## src/hdl/dsic_consts.svh

```systemverilog
`ifndef DSIC_CONSTS_SVH
`define DSIC_CONSTS_SVH

// ==========================================================
// Frame layout
`define DSIC_FRAME_BITS      24
`define DSIC_CNT_W           5
`define DSIC_DATA_W          16
`define DSIC_MODE_HI_POS     17
`define DSIC_MODE_LO_POS     16
`define DSIC_DATA_RESET      16'h0000

// ==========================================================
// Register map (byte addresses)
`define DSIC_ADDR_W          8
`define DSIC_OFF_CTRL        8'h00
`define DSIC_OFF_STATUS      8'h04
`define DSIC_OFF_CODE        8'h08
`define DSIC_OFF_LAST        8'h0C
`define DSIC_OFF_COUNT       8'h10

// ==========================================================
// Control and status fields
`define DSIC_CTRL_LOWSUP_BIT 0
`define DSIC_CTRL_LINKEN_BIT 1
`define DSIC_CTRL_RESET      2'h2
`define DSIC_ST_ABORT_BIT    4
`define DSIC_ST_DONE_BIT     5

// ==========================================================
// Timing
`define DSIC_PCLK_NS         20
`define DSIC_EXIT_5V_NS      2500
`define DSIC_EXIT_3V_NS      5000
`define DSIC_EXIT_5V_CYC     (`DSIC_EXIT_5V_NS / `DSIC_PCLK_NS)
`define DSIC_EXIT_3V_CYC     (`DSIC_EXIT_3V_NS / `DSIC_PCLK_NS)
`define DSIC_EXIT_CNT_W      9

`endif

```

## src/hdl/dsic_pkg.sv

```systemverilog
`default_nettype none

package dsic_pkg;

   // ==========================================================
   // Operating modes
   typedef enum logic [1:0] {
      DSIC_MODE_NORMAL = 2'h0,
      DSIC_MODE_PD_1K  = 2'h1,
      DSIC_MODE_PD_100K = 2'h2,
      DSIC_MODE_PD_HIZ = 2'h3
   } dsic_mode_t;

   // ==========================================================
   // Output stage states
   typedef enum logic [1:0] {
      DSIC_OUT_ON   = 2'h0,
      DSIC_OUT_DOWN = 2'h1,
      DSIC_OUT_WAKE = 2'h3
   } dsic_out_state_t;

endpackage

`default_nettype wire

```

## src/hdl/dsic_sync.sv

```systemverilog
`default_nettype none

module dsic_sync #(
   parameter int           W       = 3,
   parameter logic [W-1:0] RST_VAL = '1
) (
   // Clock and reset
   input  wire logic         clk,
   input  wire logic         rst_n,
   // Pins
   input  wire logic [W-1:0] async_in,
   output var  logic [W-1:0] sync_out
);

   // ==========================================================
   // Two flops per bit
   generate
      for (genvar i = 0; i < W; i++) begin : g_bit
         logic meta_q;
         always_ff @(posedge clk or negedge rst_n) begin
            if (!rst_n) begin
               meta_q      <= RST_VAL[i];
               sync_out[i] <= RST_VAL[i];
            end else begin
               meta_q      <= async_in[i];
               sync_out[i] <= meta_q;
            end
         end
      end
   endgenerate

endmodule

`default_nettype wire

```

## src/hdl/dsic_frame_rx.sv

```systemverilog
`include "dsic_consts.svh"
`default_nettype none

module dsic_frame_rx (
   // Clock and reset
   input  wire logic                        clk,
   input  wire logic                        rst_n,
   // Synchronised link
   input  wire logic                        frame_sel_n,
   input  wire logic                        sclk,
   input  wire logic                        sdin,
   // Frame results
   output logic                             frame_active,
   output logic                             frame_done,
   output logic                             frame_abort,
   output logic [`DSIC_FRAME_BITS-1:0]      frame_word
);

   logic                        sclk_prev_q;
   logic                        fs_prev_q;
   logic [`DSIC_FRAME_BITS-1:0] shift_q;
   logic [`DSIC_CNT_W-1:0]      cnt_q;
   logic                        fall;
   logic                        full;

   assign fall = sclk_prev_q & ~sclk;
   assign full = (cnt_q == `DSIC_CNT_W'(`DSIC_FRAME_BITS));

   // ==========================================================
   // Edge history
   always_ff @(posedge clk or negedge rst_n) begin
      if (!rst_n) begin
         sclk_prev_q <= 1'b0;
         fs_prev_q   <= 1'b1;
      end else begin
         sclk_prev_q <= sclk;
         fs_prev_q   <= frame_sel_n;
      end
   end

   // ==========================================================
   // Shifting and counting
   always_ff @(posedge clk or negedge rst_n) begin
      if (!rst_n) begin
         shift_q      <= '0;
         cnt_q        <= '0;
         frame_done   <= 1'b0;
         frame_abort  <= 1'b0;
         frame_word   <= '0;
         frame_active <= 1'b0;
      end else begin
         frame_done   <= 1'b0;
         frame_abort  <= 1'b0;
         frame_active <= ~frame_sel_n;
         if (frame_sel_n) begin
            shift_q     <= '0;
            cnt_q       <= '0;
            frame_abort <= ~fs_prev_q & ~full;
         end else if (fall && !full) begin
            shift_q <= {shift_q[`DSIC_FRAME_BITS-2:0], sdin};
            cnt_q   <= cnt_q + `DSIC_CNT_W'(1);
            if (cnt_q == `DSIC_CNT_W'(`DSIC_FRAME_BITS - 1)) begin
               frame_done <= 1'b1;
               frame_word <= {shift_q[`DSIC_FRAME_BITS-2:0], sdin};
            end
         end
      end
   end

endmodule

`default_nettype wire

```

## src/hdl/dsic_top.sv

```systemverilog
`include "dsic_consts.svh"
`default_nettype none

module dsic_top (
   // Clock and reset
   input  wire logic                        pclk,
   input  wire logic                        presetn,
   // APB slave
   input  wire logic                        psel,
   input  wire logic                        penable,
   input  wire logic                        pwrite,
   input  wire logic [`DSIC_ADDR_W-1:0]     paddr,
   input  wire logic [31:0]                 pwdata,
   output logic [31:0]                      prdata,
   output logic                             pready,
   output logic                             pslverr,
   // Serial link pins
   input  wire logic                        frame_sel_n,
   input  wire logic                        sclk,
   input  wire logic                        sdin,
   // Converter core
   output logic [`DSIC_DATA_W-1:0]          dac_code,
   output dsic_pkg::dsic_mode_t             op_mode,
   output logic                             out_valid
);
   import dsic_pkg::*;

   // ==========================================================
   // Declarations
   logic [2:0]                  pins_s;
   logic                        rx_active;
   logic                        rx_done;
   logic                        rx_abort;
   logic [`DSIC_FRAME_BITS-1:0] rx_word;

   logic [1:0]                  ctrl_q;
   logic [`DSIC_DATA_W-1:0]     code_q;
   dsic_mode_t                  mode_q;
   dsic_mode_t                  new_mode;
   logic [`DSIC_FRAME_BITS-1:0] last_q;
   logic                        abort_seen_q;
   logic                        done_seen_q;
   logic [15:0]                 done_cnt_q;
   logic [15:0]                 abort_cnt_q;
   dsic_out_state_t             out_state_q;
   logic [`DSIC_EXIT_CNT_W-1:0] wake_cnt_q;
   logic                        valid_q;

   logic                        take;
   logic                        wr_en;
   logic                        rd_en;
   logic                        frame_ok;
   logic                        frame_bad;
   logic                        hit;
   logic [31:0]                 rdata;
   logic [`DSIC_EXIT_CNT_W-1:0] wake_len;

   // ==========================================================
   // Pin synchronisers
   dsic_sync #(
      .W       (3),
      .RST_VAL (3'h4)
   ) u_sync (
      .clk      (pclk),
      .rst_n    (presetn),
      .async_in ({frame_sel_n, sclk, sdin}),
      .sync_out (pins_s)
   );

   // ==========================================================
   // Frame receiver
   dsic_frame_rx u_rx (
      .clk          (pclk),
      .rst_n        (presetn),
      .frame_sel_n  (pins_s[2]),
      .sclk         (pins_s[1]),
      .sdin         (pins_s[0]),
      .frame_active (rx_active),
      .frame_done   (rx_done),
      .frame_abort  (rx_abort),
      .frame_word   (rx_word)
   );

   assign frame_ok  = rx_done & ctrl_q[`DSIC_CTRL_LINKEN_BIT];
   assign frame_bad = rx_abort & ctrl_q[`DSIC_CTRL_LINKEN_BIT];
   assign new_mode  = dsic_mode_t'({rx_word[`DSIC_MODE_HI_POS],
                                    rx_word[`DSIC_MODE_LO_POS]});

   // ==========================================================
   // APB decode
   assign take  = psel & penable & pready;
   assign wr_en = take & pwrite & ~pslverr;
   assign rd_en = psel & penable & ~pready;

   always_comb begin
      hit   = 1'b1;
      rdata = '0;
      case (paddr)
         `DSIC_OFF_CTRL: begin
            rdata[1:0] = ctrl_q;
         end
         `DSIC_OFF_STATUS: begin
            rdata[0]                  = rx_active;
            rdata[1]                  = valid_q;
            rdata[3:2]                = mode_q;
            rdata[`DSIC_ST_ABORT_BIT] = abort_seen_q;
            rdata[`DSIC_ST_DONE_BIT]  = done_seen_q;
            rdata[7:6]                = out_state_q;
         end
         `DSIC_OFF_CODE: begin
            rdata[`DSIC_DATA_W-1:0] = code_q;
         end
         `DSIC_OFF_LAST: begin
            rdata[`DSIC_FRAME_BITS-1:0] = last_q;
         end
         `DSIC_OFF_COUNT: begin
            rdata = {abort_cnt_q, done_cnt_q};
         end
         default: begin
            hit = 1'b0;
         end
      endcase
   end

   // ==========================================================
   // APB response, one wait state
   always_ff @(posedge pclk or negedge presetn) begin
      if (!presetn) begin
         pready <= 1'b0;
      end else begin
         pready <= rd_en;
      end
   end

   always_ff @(posedge pclk or negedge presetn) begin
      if (!presetn) begin
         pslverr <= 1'b0;
      end else begin
         pslverr <= rd_en & ~hit;
      end
   end

   always_ff @(posedge pclk or negedge presetn) begin
      if (!presetn) begin
         prdata <= '0;
      end else begin
         prdata <= (rd_en && !pwrite) ? rdata : 32'h0000_0000;
      end
   end

   // ==========================================================
   // Control register
   always_ff @(posedge pclk or negedge presetn) begin
      if (!presetn) begin
         ctrl_q <= `DSIC_CTRL_RESET;
      end else if (wr_en && paddr == `DSIC_OFF_CTRL) begin
         ctrl_q <= pwdata[1:0];
      end
   end

   // ==========================================================
   // Data register and mode
   always_ff @(posedge pclk or negedge presetn) begin
      if (!presetn) begin
         code_q <= `DSIC_DATA_RESET;
      end else if (frame_ok) begin
         code_q <= rx_word[`DSIC_DATA_W-1:0];
      end
   end

   always_ff @(posedge pclk or negedge presetn) begin
      if (!presetn) begin
         mode_q <= DSIC_MODE_NORMAL;
      end else if (frame_ok) begin
         mode_q <= new_mode;
      end
   end

   always_ff @(posedge pclk or negedge presetn) begin
      if (!presetn) begin
         last_q <= '0;
      end else if (frame_ok) begin
         last_q <= rx_word;
      end
   end

   // ==========================================================
   // Abort flag, set wins over clear
   always_ff @(posedge pclk or negedge presetn) begin
      if (!presetn) begin
         abort_seen_q <= 1'b0;
      end else if (frame_bad) begin
         abort_seen_q <= 1'b1;
      end else if (wr_en && paddr == `DSIC_OFF_STATUS
                   && pwdata[`DSIC_ST_ABORT_BIT]) begin
         abort_seen_q <= 1'b0;
      end
   end

   // ==========================================================
   // Done flag, set wins over clear
   always_ff @(posedge pclk or negedge presetn) begin
      if (!presetn) begin
         done_seen_q <= 1'b0;
      end else if (frame_ok) begin
         done_seen_q <= 1'b1;
      end else if (wr_en && paddr == `DSIC_OFF_STATUS
                   && pwdata[`DSIC_ST_DONE_BIT]) begin
         done_seen_q <= 1'b0;
      end
   end

   // ==========================================================
   // Completed frame counter, any write clears
   always_ff @(posedge pclk or negedge presetn) begin
      if (!presetn) begin
         done_cnt_q <= '0;
      end else if (wr_en && paddr == `DSIC_OFF_COUNT) begin
         done_cnt_q <= {15'h0000, frame_ok};
      end else begin
         done_cnt_q <= done_cnt_q + {15'h0000, frame_ok};
      end
   end

   // ==========================================================
   // Aborted frame counter, any write clears
   always_ff @(posedge pclk or negedge presetn) begin
      if (!presetn) begin
         abort_cnt_q <= '0;
      end else if (wr_en && paddr == `DSIC_OFF_COUNT) begin
         abort_cnt_q <= {15'h0000, frame_bad};
      end else begin
         abort_cnt_q <= abort_cnt_q + {15'h0000, frame_bad};
      end
   end

   // ==========================================================
   // Output stage and wake-up delay
   assign wake_len = ctrl_q[`DSIC_CTRL_LOWSUP_BIT]
                   ? `DSIC_EXIT_CNT_W'(`DSIC_EXIT_3V_CYC)
                   : `DSIC_EXIT_CNT_W'(`DSIC_EXIT_5V_CYC);

   always_ff @(posedge pclk or negedge presetn) begin
      if (!presetn) begin
         out_state_q <= DSIC_OUT_ON;
         wake_cnt_q  <= '0;
         valid_q     <= 1'b1;
      end else begin
         case (out_state_q)
            DSIC_OUT_ON: begin
               if (frame_ok && new_mode != DSIC_MODE_NORMAL) begin
                  out_state_q <= DSIC_OUT_DOWN;
                  valid_q     <= 1'b0;
               end
            end
            DSIC_OUT_DOWN: begin
               if (frame_ok && new_mode == DSIC_MODE_NORMAL) begin
                  out_state_q <= DSIC_OUT_WAKE;
                  wake_cnt_q  <= wake_len - `DSIC_EXIT_CNT_W'(1);
               end
            end
            DSIC_OUT_WAKE: begin
               if (frame_ok && new_mode != DSIC_MODE_NORMAL) begin
                  out_state_q <= DSIC_OUT_DOWN;
               end else if (frame_ok) begin
                  wake_cnt_q <= wake_len - `DSIC_EXIT_CNT_W'(1);
               end else if (wake_cnt_q == '0) begin
                  out_state_q <= DSIC_OUT_ON;
                  valid_q     <= 1'b1;
               end else begin
                  wake_cnt_q <= wake_cnt_q - `DSIC_EXIT_CNT_W'(1);
               end
            end
            default: begin
               out_state_q <= DSIC_OUT_DOWN;
               valid_q     <= 1'b0;
            end
         endcase
      end
   end

   // ==========================================================
   // Core outputs
   assign dac_code  = code_q;
   assign op_mode   = mode_q;
   assign out_valid = valid_q;

endmodule

`default_nettype wire

```

## config.mk

```make
export PLATFORM = sky130hd
export DESIGN_NAME = dsic_top
export DESIGN_NICKNAME = d
export VERILOG_FILES = /design/src/hdl/dsic_pkg.sv /design/src/hdl/dsic_sync.sv /design/src/hdl/dsic_frame_rx.sv /design/src/hdl/dsic_top.sv
export VERILOG_INCLUDE_DIRS = /design/src /design/src/hdl
export SDC_FILE = /design/constraint.sdc
export NUM_CORES = 1
export LEC_CHECK = 0
export BUFFER_PORTS_ARGS = -buffer_cell sky130_fd_sc_hd__buf_2
export CAP_MARGIN = 10
export CORE_MARGIN = 5
export CORE_UTILIZATION = 52
export CTS_CLUSTER_SIZE = 20
export DETAILED_ROUTE_END_ITERATION = 10
export PLACE_DENSITY = 0.76
export SLEW_MARGIN = 10
export SYNTH_ARGS = -nofsm -noshare
export SYNTH_HDL_FRONTEND = slang
export SYNTH_SLANG_ARGS = --single-unit
```

## constraint.sdc

```tcl
create_clock -name pclk -period 2.7 [get_ports pclk]
set_input_delay 0.675 -clock pclk [delete_from_list [all_inputs] [get_ports pclk]]
set_output_delay 0.675 -clock pclk [all_outputs]
set_load 0.02 [all_outputs]
```

# [Word-level counts from Yosys, hierarchy flattened]
# Index checks and enable logic that the tools add are counted.
[totals] inputBits=48 out_inout_bits=53 reg_bits=187 wordCells=130
[op_classes] addsub=5 n_eq_ne=16 muxes=38 bitwise=18 reduce_logical=25
[op_table] cell="$mux 23" count=2
[op_table] cell="$mux 9" count=4
[op_table] cell="$add 16x1->16" count=2
[op_table] cell="$mux 16" count=2
[op_table] cell="$mux 32" count=1
[op_table] cell="$pmux 6 s4" count=1
[op_table] cell="$pmux 8 s3" count=1
[op_table] cell="$pmux 9 s2" count=1
[op_table] cell="$eq 8x4->1 const B" count=2
[op_table] cell="$mux 8" count=2
[op_table] cell="$pmux 8 s2" count=1
[op_table] cell="$mux 1" count=13
[op_table] cell="$and 1x1->1" count=10
[op_table] cell="$eq 5x5->1 const B" count=2
[op_table] cell="$mux 2" count=5
[op_table] cell="$mux 5" count=2
[op_table] cell="$ne 2x2->1 const B" count=5
[op_table] cell="$pmux 2 s5" count=1
[op_table] cell="$reduce_bool 2->1" count=5
[op_table] cell="$logic_and 1x1->1" count=9
[op_table] cell="$logic_not 9->1" count=1
[op_table] cell="$ne 3x3->1 const B" count=3
[op_table] cell="$sub 8x1->9 const B" count=1
[op_table] cell="$sub 9x1->9 const B" count=1
[op_table] cell="other kinds (15)" count=25

# [Logic depth before layout (Yosys ltp)]
[logic_depth] ltp_word=8 mapped_depth=10 depth_no_buf=8

# [Hierarchy]
# From an unflattened synthesis, not the netlist that was laid out.
[hier_totals] cells_unflattened=604 area_unflattened_um2=7422.1
[by_module_without_submodules] module="dsic_top" cells_per_inst=432 seq_area_each_um2=2655.0 instances=1 area_each_um2=4888.4
[by_module_without_submodules] module="dsic_frame_rx" cells_per_inst=166 seq_area_each_um2=1427.6 instances=1 area_each_um2=2381.0
[by_module_without_submodules] module="dsic_sync" cells_per_inst=6 seq_area_each_um2=152.6 instances=1 area_each_um2=152.6

# [Worst setup path before layout]
# Ideal clock, no wire load.
[synth_path] kind="register -> register" startpoint="register ctrl_q[1]" endpoint="register done_cnt_q[15]" required_time_ns=2.623 period_less_slack_ns=2.644 path_buffers=3 setup_slack_ns=0.056 path_stages_with_launch=11 arrival_ns=2.567 setup_ns=0.077 path_cell_list="dfstp_2 nand2_1 inv_1 clkbuf_1 buf_1 ha_1 and2_1 clkbuf_1 nand3_1 or4_1 a21oi_1"
[synth_between] elab_chain_cells=3
[synth_rtl] item="start: declaration" line_no="dsic_top.sv:36" rtl="logic [1:0] ctrl_q;"
[synth_rtl] item="start signal: assignment" line_no="dsic_top.sv:155" rtl="ctrl_q <= `DSIC_CTRL_RESET;"
[synth_rtl] item="start signal: assignment" line_no="dsic_top.sv:157" rtl="ctrl_q <= pwdata[1:0];"
[synth_rtl] item="$and 1x1->1" line_no="dsic_top.sv:84" rtl="assign frame_ok = rx_done & ctrl_q[`DSIC_CTRL_LINKEN_BIT];"
[synth_rtl] item="net frame_ok" line_no="dsic_top.sv:52" rtl="logic frame_ok;"
[synth_rtl] item="$add 16x1->16" line_no="dsic_top.sv:221" rtl="done_cnt_q <= done_cnt_q + {15'h0000, frame_ok};"
[synth_rtl] item="$mux 16" line_no="dsic_top.sv:218" rtl="end else if (wr_en && paddr == `DSIC_OFF_COUNT) begin"
[synth_rtl] item="end signal: assignment" line_no="dsic_top.sv:219" rtl="done_cnt_q <= {15'h0000, frame_ok};"
[synth_rtl] item="end signal: assignment" line_no="dsic_top.sv:221"
[synth_rtl] item="end: declaration" line_no="dsic_top.sv:43" rtl="logic [15:0] done_cnt_q;"
# The timed path passes the listed nets, and every way through them passes these cells.
# A chain may end at the register's enable or synchronous reset.

# [Worst setup path after layout]
[layout_path] startpoint="register wake_cnt_q[0]" endpoint="register wake_cnt_q[2]"
[layout_between] elab_chain_cells=5 elab_cells_between_ends=8 cone_classes="add/sub: 1; eq/ne: 1; mux: 4; reduce/logical: 2"
[layout_rtl] item="start: declaration" line_no="dsic_top.sv:46" rtl="logic [`DSIC_EXIT_CNT_W-1:0] wake_cnt_q;"
[layout_rtl] item="start signal: assignment" line_no="dsic_top.sv:259" rtl="wake_cnt_q <= wake_len - `DSIC_EXIT_CNT_W'(1);"
[layout_rtl] item="start signal: assignment" line_no="dsic_top.sv:266" rtl="wake_cnt_q <= wake_len - `DSIC_EXIT_CNT_W'(1);"
[layout_rtl] item="start signal: assignment" line_no="dsic_top.sv:271" rtl="wake_cnt_q <= wake_cnt_q - `DSIC_EXIT_CNT_W'(1);"
[layout_rtl] item="$sub 9x1->9" line_no="dsic_top.sv:271"
[layout_rtl] item="$mux 9" line_no="dsic_top.sv:267" rtl="end else if (wake_cnt_q == '0) begin"
[layout_rtl] item="$mux 9" line_no="dsic_top.sv:265" rtl="end else if (frame_ok) begin"
[layout_rtl] item="$mux 9" line_no="dsic_top.sv:263" rtl="if (frame_ok && new_mode != DSIC_MODE_NORMAL) begin"
[layout_rtl] item="$pmux 9 s2" line_no="dsic_top.sv:249" rtl="case (out_state_q)"
# Parallel ways exist; a longest one is shown, timed or not. The select of a mux whose other input is x is not followed.

==> summary.md <==
| Metric | Value |
|---|---|
| Clock slew at reported path FFs | `0.06 ns` |
| Sequential-to-total area share from yosys stat | `0.587` |
| Area of the multi-input gates | `2660 µm²` |
| Die Height | `128 µm` |
| Gr usage total | `0.203` |
| Largest cells by area after synthesis | `dfrtp_1 57%, nand2_1 7.4%, mux2_2 4.4%, nor2_1 3.4%, a21oi_1 2.3%` |
| H-tree depth | `4` |
| Fin util | `0.598` |
| Count of input and output buffers | `72` |
| Synth top area share | `0.568` |
| Syn Std Cell Area | `7220 µm²` |
| Worst-Margin Slew | `0.824 ns` |
| Count of final setup violators | `0` |
| Reg-to-reg critical path endpoint | `wake_cnt_q[2]` |
| Biggest area consumer among synthesized cells | `dfrtp_1` |
| DR vias | `5253` |
| Min cycle time layout | `2.34 ns` |
| Outcome | `complete, no violations` |
| Antenna violations before repair | `1` |
| Iter 0 DRT Violations | `621` |
| Commonest non-fill, non-tap cell in the layout | `dfrtp_1` |
| First-pass GRT wire length | `26.2 mm` |
| Routed WL | `15.9 mm` |
| Vias per cell | `5.60` |
| Core Area | `13800 µm²` |
| Filler Cell Count | `1097` |
| Final period util | `0.865` |
| Reg-to-reg startpoint | `wake_cnt_q[0]` |
| Warnings from Yosys | `0` |
| Final net count | `800` |
| Final Wtd Congestion | `0.965` |
| Data arrival, critical path | `2.67 ns` |
| Clock buffer count from CTS | `17` |
| Max Freq | `0.428 GHz` |
| Crit Path Class | `reg2reg` |
| CTS tree | `yes` |
| EDFF count, synth | `0` |
| Synth cell types | `52` |
| Vias in the first global route | `5261` |
| Starting Density | `0.524` |
| CTS max path bufs | `2` |
| Endpoints failing hold | `0` |
| CTS root buf | `clkbuf_16` |
| Synthesized area per cell | `10.5 µm²` |
| CP Buf/Inv Count | `2` |
| Dpl ws | `0.268 ns` |
| DIE AREA | `16300 µm²` |
| Critical Path Max Stage Delay | `0.52 ns` |
| Register area | `4240 µm²` |
| FP Rows | `43` |
| Worst Skew | `0.00710 ns` |
| Crit path launch type | `flip-flop` |
| Type of the worst min-delay path | `in2async` |
| Top Ports | `101` |
| Worst reg-to-reg setup slack | `0.36 ns` |
| Setup crit end kind | `flip-flop` |
| Largest net degree at the start of global routing | `59` |
| Post_cts resized | `0` |
| Maximum vdd drop | `394 µV` |
| RSZ-0062 raised after global routing | `no` |
| Final instance area | `8240 µm²` |
| Drt drc | `0` |
| Cell Area, Placed | `7670 µm²` |
| Crit-path cells | `inv_1, ha_1, or4b_4, nor4_4, or2_1, inv_4, a2bb2oi_1` |
| Worst path slowest cell | `or4b_4` |
| Die Wd | `128 µm` |
| Worst R2R Path Depth | `7` |
| Crit path max-delay family | `simple AND/OR/NAND/NOR gates` |
| Post-CTS Setup Bufs | `0` |
| Slew Limit Fails | `0` |
| Layout cells sized above 1 | `0.208` |
| Crit path max fanout | `8` |
| Hold WS | `0.218 ns` |
| Main flop type after synthesis | `dfrtp_1` |
| Slew margin rel. | `0.449` |
| Syn Nets | `744` |
| Most frequent cells in the layout | `164 x dfrtp_1, 143 x nand2_1, 71 x buf_2` |
| Area growth, synth to finish | `14.1%` |
| Flops & latches, synth | `169` |
| LEAKAGE | `3.94 nW` |
| DRT Pass-1 Iters | `5` |
| Number of max-cap violations | `0` |
| GRT Residual Overflow | `0` |
| Clock latency at the later pin of the worst-skew pair | `0.43 ns` |
| Cells after Synth | `689` |
| Setup TNS | `0 ns` |
| Inserted Diodes | `0` |
| Post-route ant nets | `0` |
| CTS Hold Bufs | `0` |
| Total power divided by cell area | `609 nW/µm²` |
| Worst setup margin | `0.365 ns` |
| Required @ worst endpoint | `3.03 ns` |
| Detailed Place HPWL | `11.0 mm` |
| Async SR Flop Fraction | `1.00` |
| CTS sink cnt | `169` |
| Average routed wire per standard cell | `17.0 µm` |
-- worst max-delay path by stage --
stage                  startpoint        endpoint  depth (start not counted)
floorplan               ctrl_q[1]  done_cnt_q[15]                         10
global placement         paddr[0]    abort_seen_q                          6
detailed placement       paddr[0]    abort_seen_q                          6
CTS                 wake_cnt_q[0]   wake_cnt_q[2]                          7
global route        wake_cnt_q[0]   wake_cnt_q[2]                          7
finish              wake_cnt_q[0]   wake_cnt_q[2]                          7
-- cell type report --
class                      instances  area share
multi-input combinational        458       0.323
clock buffer                      23      0.0580
timing repair buffer              89      0.0615
sequential                       169       0.514
tap                              180      0.0273
inverter                          10     0.00486
clock inverter                     9      0.0111
-- report_power, final --
part           switching, mW  internal, mW
combinational          0.105        0.0401
clock                  0.961          1.35
sequential            0.0122          2.55
-- per-stage QoR --
stage               power, mW  instances
floorplan                2.66        689
global placement         2.75        906
detailed placement       2.75        906
CTS                      5.05        938
global route             5.18        938
finish                   5.01        938
-- flip-flops by register name, indices dropped and copies added, names as in the netlist, 5 cells and up --
signal,cells
last_q,8
wake_cnt_q,9
prdata,32
u_rx.cnt_q,5
dac_code,15
u_rx.shift_q,23
abort_cnt_q,16
done_cnt_q,16
u_rx.frame_word,24
-- per-layer routing --
layer,GRT usage,up-vias,routed length (µm)
met5,0,-,7
met4,0.0712,2,309
met3,0.0471,32,946
met2,0.332,179,7990
met1,0.268,2604,6660
li1,-,2436,-
-- logic make-up (layout without fill, tap and decap cells) --
group                      count (synthesis)  count (layout)  share of synthesized area
xor gates and xnor gates                  28              28                     0.0340
DFF                                      169             169                      0.587
buffers and inverters                     62             131                     0.0445
AOI/OAI and AO/OA                         91              91                     0.0822
and+or+nand+nor                          302             302                      0.194
adders and majority gates                  7               7                     0.0121
muxes                                     30              30                     0.0464
-- Yosys cell counts, types with 12 or more instances --
library cell	n
nor2_1	66
a21oi_1	33
xor2_1	15
buf_4	19
nand3_1	18
nand2_1	143
clkbuf_1	23
and2_1	12
nand4_1	12
nor3_1	12
xnor2_1	13
a22oi_1	22
dfrtp_1	164
mux2_2	28
(Power assumes the default switching activity.)
